[src/hw/adcc_pkg.sv]
// Package: constants and types of the converter control block
package adcc_pkg;
  localparam int          CLKSEL_W      = 3;
  localparam int          CHAN_W        = 4;
  localparam int          RES_W         = 8;
  localparam int          PERIODS_TOTAL = 10;
  localparam logic [2:0]  CLK_DIV2      = 3'h0;
  localparam logic [2:0]  CLK_DIV4      = 3'h4;
  localparam logic [2:0]  CLK_DIV8      = 3'h1;
  localparam logic [2:0]  CLK_DIV16     = 3'h5;
  localparam logic [2:0]  CLK_DIV32     = 3'h2;
  localparam logic [2:0]  CLK_DIV64     = 3'h6;
  localparam logic [1:0]  CLK_RC_LOW    = 2'h3;
  localparam logic [1:0]  REF_SUPPLY    = 2'h0;
  localparam logic [1:0]  REF_EXTERNAL  = 2'h1;
  localparam logic [1:0]  REF_FIXED     = 2'h2;
  localparam logic [3:0]  CHAN_RSV_LO   = 4'h5;
  localparam logic [3:0]  CHAN_RSV_HI   = 4'h7;
  localparam logic [3:0]  CHAN_RSV_E    = 4'hE;
  localparam logic [3:0]  CHAN_FIXED    = 4'hF;
  localparam logic [7:0]  RESULT_RST    = 8'h00;
  localparam logic [5:0]  DIV_RST       = 6'h00;
  localparam logic [3:0]  PERIOD_LAST   = 4'h9;
  localparam logic [7:0]  MSB_ONE       = 8'h80;
  localparam int          INSTR_NS      = 200;
  localparam int          CLK_NS        = 8;
  localparam int          INSTR_CYC     = (INSTR_NS + CLK_NS - 1) / CLK_NS;
  localparam logic [4:0]  INSTR_LAST    = 5'(INSTR_CYC - 1);
  typedef enum logic [1:0] {
    ADCC_IDLE = 2'b00,
    ADCC_WAIT = 2'b01,
    ADCC_CONV = 2'b11
  } adcc_state_e;
endpackage

[src/hw/adcc_tick_div.sv]
// Conversion clock enable: system divider or resynchronised RC clock
`timescale 1ns/1ps
module adcc_tick_div (
  input  wire logic                          clk,
  input  wire logic                          rstn,
  input  wire logic                          run,
  input  wire logic [adcc_pkg::CLKSEL_W-1:0] clkSel,
  input  wire logic                          rcClk,
  output logic                               tick
);
  import adcc_pkg::*;
  typedef struct packed {
    logic [5:0] cnt;
    logic [2:0] rcSync;
    logic       tick;
  } adcc_div_s;
  adcc_div_s s_q, s_d;
  logic [5:0] lastCnt;
  always_comb begin
    case (clkSel)
      CLK_DIV2:  lastCnt = 6'h01;
      CLK_DIV4:  lastCnt = 6'h03;
      CLK_DIV8:  lastCnt = 6'h07;
      CLK_DIV16: lastCnt = 6'h0F;
      CLK_DIV32: lastCnt = 6'h1F;
      CLK_DIV64: lastCnt = 6'h3F;
      default:   lastCnt = 6'h00;
    endcase
  end
  always_comb begin
    s_d        = s_q;
    s_d.rcSync = {s_q.rcSync[1:0], rcClk};
    s_d.tick   = 1'b0;
    if (!run) begin
      s_d.cnt = DIV_RST;
    end else if (clkSel[1:0] == CLK_RC_LOW) begin
      // Rising edge seen only after both sync stages
      s_d.tick = s_q.rcSync[1] & ~s_q.rcSync[2];
    end else if (s_q.cnt >= lastCnt) begin
      s_d.cnt  = DIV_RST;
      s_d.tick = 1'b1;
    end else begin
      s_d.cnt = s_q.cnt + 6'h01;
    end
  end
  always_ff @(posedge clk or negedge rstn) begin
    if (!rstn) begin
      s_q <= '0;
    end else begin
      s_q <= s_d;
    end
  end
  assign tick = s_q.tick;
endmodule

[src/hw/adcc_conv_ctrl.sv]
// Top: successive-approximation converter sequencing and control
`timescale 1ns/1ps
module adcc_conv_ctrl (
  input  wire logic                          clk,
  input  wire logic                          rstn,
  input  wire logic                          converterOn,
  input  wire logic                          goSetWr,
  input  wire logic                          goClearWr,
  input  wire logic                          specialTrig,
  input  wire logic [adcc_pkg::CLKSEL_W-1:0] convClockSelect,
  input  wire logic [1:0]                    posRefSelect,
  input  wire logic [adcc_pkg::CHAN_W-1:0]   inputChannelSelect,
  input  wire logic                          convIrqEnable,
  input  wire logic                          doneFlagClear,
  input  wire logic                          sleepMode,
  input  wire logic                          rcClk,
  input  wire logic                          compAbove,
  output logic                               goDone,
  output logic                               convDoneFlag,
  output logic                               convIrq,
  output logic                               wakeReq,
  output logic [adcc_pkg::RES_W-1:0]         convResultReg,
  output logic [adcc_pkg::RES_W-1:0]         dacCode,
  output logic                               analogPower,
  output logic [1:0]                         posRefRoute,
  output logic [adcc_pkg::CHAN_W-1:0]        chanRoute,
  output logic                               chanValid,
  output logic                               counterClear
);
  import adcc_pkg::*;
  // ----------------------------------------
  // State
  // ----------------------------------------
  typedef struct packed {
    adcc_state_e state;
    logic        go;
    logic        flag;
    logic        irq;
    logic        wake;
    logic        power;
    logic        sleptOff;
    logic [3:0]  perCnt;
    logic [4:0]  instrCnt;
    logic [7:0]  sar;
    logic [7:0]  trial;
    logic [7:0]  dac;
    logic        lastBit;
    logic [7:0]  result;
    logic [1:0]  refSel;
    logic [3:0]  chan;
    logic        chanOk;
    logic        ctrClr;
    logic [1:0]  cmpSync;
  } adcc_top_s;
  adcc_top_s s_q, s_d;
  logic tick;
  logic useRc;
  logic [7:0] partial;
  assign useRc = (convClockSelect[1:0] == CLK_RC_LOW);
  adcc_tick_div u_div (
    .clk    (clk),
    .rstn   (rstn),
    .run    (s_q.state != ADCC_IDLE),
    .clkSel (convClockSelect),
    .rcClk  (rcClk),
    .tick   (tick)
  );
  // Unresolved bits copy the last resolved bit
  always_comb begin
    partial = s_q.sar;
    for (int i = 0; i < RES_W; i++) begin
      // Trial bit and all bits below it are still open
      if ((8'h01 << i) <= s_q.trial) begin
        partial[i] = s_q.lastBit;
      end
    end
  end
  // ----------------------------------------
  // Next state
  // ----------------------------------------
  always_comb begin
    s_d         = s_q;
    s_d.cmpSync = {s_q.cmpSync[0], compAbove};
    s_d.ctrClr  = specialTrig;
    s_d.refSel  = posRefSelect;
    s_d.chan    = inputChannelSelect;
    s_d.chanOk  = !((inputChannelSelect >= CHAN_RSV_LO && inputChannelSelect <= CHAN_RSV_HI)
                    || inputChannelSelect == CHAN_RSV_E);
    if (!converterOn) begin
      s_d.sleptOff = 1'b0;
    end
    if (!sleepMode) begin
      s_d.sleptOff = 1'b0;
    end
    s_d.power = converterOn && !s_d.sleptOff;
    if (doneFlagClear) begin
      s_d.flag = 1'b0;
    end
    case (s_q.state)
      ADCC_IDLE: begin
        if ((goSetWr || specialTrig) && converterOn) begin
          s_d.go       = 1'b1;
          s_d.sleptOff = 1'b0;
          s_d.power    = 1'b1;
          s_d.instrCnt = 5'h00;
          s_d.state    = useRc ? ADCC_WAIT : ADCC_CONV;
          s_d.sar      = RESULT_RST;
          s_d.trial    = MSB_ONE;
          s_d.perCnt   = 4'h0;
          // Stale bit of an earlier conversion must not fill an early abort
          s_d.lastBit  = 1'b0;
        end
      end
      ADCC_WAIT: begin
        if (s_q.instrCnt == INSTR_LAST) begin
          s_d.state = ADCC_CONV;
        end else begin
          s_d.instrCnt = s_q.instrCnt + 5'h01;
        end
      end
      ADCC_CONV: begin
        if (tick) begin
          s_d.perCnt = s_q.perCnt + 4'h1;
          if (s_q.perCnt >= 4'h1 && s_q.trial != 8'h00) begin
            // MSB first, one bit per period
            if (!s_q.cmpSync[1]) begin
              s_d.sar = s_q.sar | s_q.trial;
            end
            s_d.lastBit = !s_q.cmpSync[1];
            s_d.trial   = s_q.trial >> 1;
          end
        end
        if (tick && s_q.perCnt == PERIOD_LAST) begin
          s_d.go     = 1'b0;
          s_d.flag   = 1'b1;
          s_d.result = s_q.sar;
          s_d.state  = ADCC_IDLE;
          if (sleepMode && !convIrqEnable) begin
            s_d.sleptOff = 1'b1;
            s_d.power    = 1'b0;
          end
        end
      end
      default: begin
        s_d.state = ADCC_IDLE;
      end
    endcase
    if (s_q.state != ADCC_IDLE && (goClearWr || !converterOn)) begin
      s_d.go     = 1'b0;
      s_d.result = partial;
      s_d.state  = ADCC_IDLE;
    end
    if (s_q.state != ADCC_IDLE && sleepMode && !useRc) begin
      s_d.go       = 1'b0;
      s_d.state    = ADCC_IDLE;
      s_d.sleptOff = 1'b1;
      s_d.power    = 1'b0;
    end
    s_d.dac  = s_d.sar | s_d.trial;
    s_d.irq  = s_d.flag && convIrqEnable;
    s_d.wake = s_d.irq && sleepMode;
  end
  always_ff @(posedge clk or negedge rstn) begin
    if (!rstn) begin
      s_q <= '0;
    end else begin
      s_q <= s_d;
    end
  end
  // ----------------------------------------
  // Outputs
  // ----------------------------------------
  assign goDone        = s_q.go;
  assign convDoneFlag  = s_q.flag;
  assign convIrq       = s_q.irq;
  assign wakeReq       = s_q.wake;
  assign convResultReg = s_q.result;
  assign dacCode       = s_q.dac;
  assign analogPower   = s_q.power;
  assign posRefRoute   = s_q.refSel;
  assign chanRoute     = s_q.chan;
  assign chanValid     = s_q.chanOk;
  assign counterClear  = s_q.ctrClr;
endmodule

[config.mk]
export PLATFORM = sky130hd
export DESIGN_NAME = adcc_conv_ctrl
export DESIGN_NICKNAME = d
export VERILOG_FILES = /design/src/hw/adcc_pkg.sv /design/src/hw/adcc_tick_div.sv /design/src/hw/adcc_conv_ctrl.sv
export SDC_FILE = /design/constraint.sdc
export NUM_CORES = 1
export LEC_CHECK = 0
export ABC_AREA = 1
export BUFFER_PORTS_ARGS = -buffer_cell sky130_fd_sc_hd__buf_4
export CAP_MARGIN = 20
export CORE_ASPECT_RATIO = 1.25
export CORE_UTILIZATION = 50
export CTS_CLUSTER_DIAMETER = 40
export DETAILED_ROUTE_END_ITERATION = 10
export GPL_TIMING_DRIVEN = 1
export PLACE_DENSITY = 0.74
export SYNTH_ARGS = -nofsm -noshare
export SYNTH_HDL_FRONTEND = slang
export SYNTH_SLANG_ARGS = --single-unit
[constraint.sdc]
create_clock -name clk -period 1.4 [get_ports clk]
set_input_delay 0.07 -clock clk [delete_from_list [all_inputs] [get_ports clk]]
set_output_delay 0.07 -clock clk [all_outputs]
set_load 0.02 [all_outputs]
==> results.md <==
- Run status: finished with violations
- Violated checks: negative setup slack
- Largest net degree at the start of global routing: 36
- Int Power: 5359 uW
- Simple-gate share of the synthesized area: 24.98%
- Syn. warnings: 0
- First-pass GRT wire length: 14.89 mm
- # rows: 34
- Per-cell routed wire length: 16.03 um
- Worst stage delay on the critical path: 0.41 ns
- Core area: 0.006977 mm2
- Crit start category: flip-flop
- Final instance area: 0.005386 mm2
- DIE WIDTH: 78.01 um
- Worst-path cell chain: inv_2, ha_4, nand2_2, nand2_2, inv_2, buf_12, buf_4, nand3_1, o21ai_0
- CTS H-tree depth: 3
- GPL Wtd Cong: 0.8596
- Element type at the critical path end: flip-flop
- Clk sink count: 70
- Worst ir drop on vdd: 0.001105 V
- Vias/cell: 5.286
- Iteration-0 DRC count of the detailed router: 227
- Clock slew at reported path FFs: 0.08 ns
- Share of power burned in the clock network: 18.6%
- Initial core utilization: 51.76%
- Leak Pwr: 0.002759 uW
- Fin crit period: 1.678 ns
- Post-Synth XOR/XNOR Area: 1.213%
- Crit path from: s_q[59]
- Worst r2r src: s_q[59]
- IO Pins: 49
- CTS max path bufs: 2
- Worst hold slack: 0.08061 ns
- Max-cap viol count: 0
- CTS tree: done
- Sequential power share: 27.5%
- Net switching power: 3681 uW
- Net Count, Synth: 457
- Mux cell area share after synthesis: 0%
- # DRC: 0
- Fin. Hold Viols: 0
- Register area share after synthesis: 48.51%
- Die H: 97.02 um
- Mapped Cells: 420
- Vias in the first global route: 3420
- Layout area overhead: 49.17%
- Drt total wl: 10.26 mm
- CTS root buf: clkbuf_8
- Gr usage total: 25.40%
- Logic gate share of total power: 54.0%
- I/O Buffers: 48
- Fin util: 77.21%
- Die ar.: 0.007568 mm2
- Gr ovfl total: 0
- Switching Fraction: 40.72%
- Netlist cell types: 31
- Final worst slack: -0.2780 ns
- Clock skew: 0.01391 ns
- Final setup violation count: 49
- Worst Path Max Fanout: 5
- Worst slew margin: 68.68%
- Post-synth top area cell: dfrtp_1
- PwrDens: 1678 mW/mm2
- Initial antenna violation count: 0
- Crit share post-route: 119.9%
- Placed Area: 0.004350 mm2
- Layout fillers: 437
- Nets: 582
- TritonCTS buffer count: 9
- HP Class: in -> reg
- Post-synthesis cell area: 0.003611 mm2
- RSZ-0062 raised after global routing: yes
- Adder-cell area share of the yosys netlist: 5.891%
- Synthesized flop and latch total: 70
- Vias: 3383
- Crit Path Class: reg -> reg
- Synth top area cells: dfrtp_1 (49%), nand2_1 (10%), ha_1 (5.9%)
- DP HPWL: 5.907 mm
- Average size of a mapped cell: 8.598 um2
- WP data required: 1.61 ns
- Pins Over Slew Limit: 0
- Largest family of logic cells by synthesized area: simple AND/OR/NAND/NOR gates
- Worst EP arrival: 1.89 ns
- Detail Route Antenna Nets: 0
- Clk_lat worst skew: 0.35 ns
- Overall Power: 9040 uW
- Post-synth top area share: 48.51%
- Drt first pass iters: 4
- Fmax: 0.5960 GHz
- CP max-delay cell: dfrtp_1
- N_diodes: 0
- DP Worst Slack: -0.3187 ns
- Hold Crit Start: sleepMode
- Layout cells sized above 1: 49.09%
- Slew @ Worst Pin: 0.4666 ns
- Compound-gate portion of the synthesized area: 7.935%
stage by stage:
stage | cells | TNS [ns]
2_1_floorplan | 420 | -0.2385
3_3_place_gp | 587 | -8.540
3_5_place_dp | 587 | -10.36
4_1_cts | 626 | -2.268
5_1_grt | 640 | -9.911
6_report | 640 | -5.611
sequential cells by signal, summed over array words and instances, names as in the netlist, 2 cells and up:
register       flops
u_div.s_q          7
posRefRoute        2
u_div.s_d          2
s_q               30
chanRoute          4
dacCode            8
convResultReg      8
worst max-delay path: cells and delay by family (launching register included):
kind	cells	cell delay (ns)
adder cells (fa/ha/maj)	1	0.22
buffers and inverters	4	0.45
AND/OR/NAND/NOR	3	0.35
AO/OA/AOI/OAI	1	0.12
flip-flops	1	0.41
cells by family after synthesis:
family          after synthesis
buf+inv                      83
flops                        70
simple gates                196
fa+ha+maj                    17
xor+xnor                      5
compound gates               49
cells in the final DEF (no fill, tap or decap), types with 3 or more instances in the layout:
cell type	instances
ha_1	7
a21oi_2	3
nor2_4	9
nand3_4	5
o21ai_4	3
buf_4	118
o21ai_1	14
nand2_4	11
clkinv_4	3
nor2_2	9
dlygate4sd3_1	12
buf_6	6
nor2_1	19
nand2_2	29
nand4_1	7
o21ai_0	5
nand3_1	25
nand3_2	12
inv_4	4
xor2_1	5
ha_4	9
a21oi_1	5
o21ai_2	8
dfrtp_1	69
clkbuf_8	10
inv_2	17
o211ai_1	7
nand2_1	64
inv_1	35
cells in the mapped netlist (all sizes together):
library cell / number
nand2: 104
dfrtp: 70
inv: 58
nand3: 42
nor2: 37
o21ai: 30
buf: 25
ha: 17
a21oi: 8
nand4: 7
o211ai: 7
xor2: 5
nor3: 3
or2: 2
a21boi: 1
nand3b: 1
o21a: 1
o21bai: 1
o22ai: 1
cell type report:
cell class	count	area, um2	share of cell area [%]
Tap cell	90	112.6	2.091
Clock buffer	10	137.6	2.555
Multi-Input combinational cell	268	1958	36.35
Timing Repair Buffer	138	1114	20.67
Sequential cell	70	1753	32.54
Inverter	58	240.2	4.460
Clock inverter	6	71.32	1.324
path summary, 6_finish.rpt:
kind	to	slack [ns]	cells past startpoint
max in group asynchronous	s_q[58]	0.73	3
setup reg to reg	s_q[49]	-0.28	9
setup / recovery	s_q[49]	-0.28	9
min in group asynchronous	convDoneFlag	0.13	2
hold reg to reg	u_div.s_d[3]	0.35	0
hold / removal	wakeReq	0.08	3
power groups by stage:
| stage | Combinational [uW] | Sequential [uW] | Clock, uW |
|---|---|---|---|
| final | 4880 | 2480 | 1680 |
| after global routing | 5250 | 2510 | 1800 |
| after CTS | 3750 | 2460 | 1700 |
| after detailed placement | 3120 | 2490 | 0 |
| after global placement | 3050 | 2480 | 0 |
| after floorplan | 1920 | 2530 | 0 |
metal layers:
layer | track usage, % | vias up | wire length [um]
met5 | 0 | - | 0
met4 | 11.82 | 0 | 334
met3 | 6.038 | 34 | 511
met2 | 45.81 | 122 | 5639
met1 | 27.63 | 1648 | 3777
li1 | - | 1579 | -
repair_timing:
action                     CTS  global route
cloned                       1             0
pin swaps                   26            41
hold buffers                12             0
gates resized for setup     73            78
setup buffers               10            15
hold endpoints to repair    83             0
setup endpoints to repair   56            56
(Power assumes the default switching activity.)
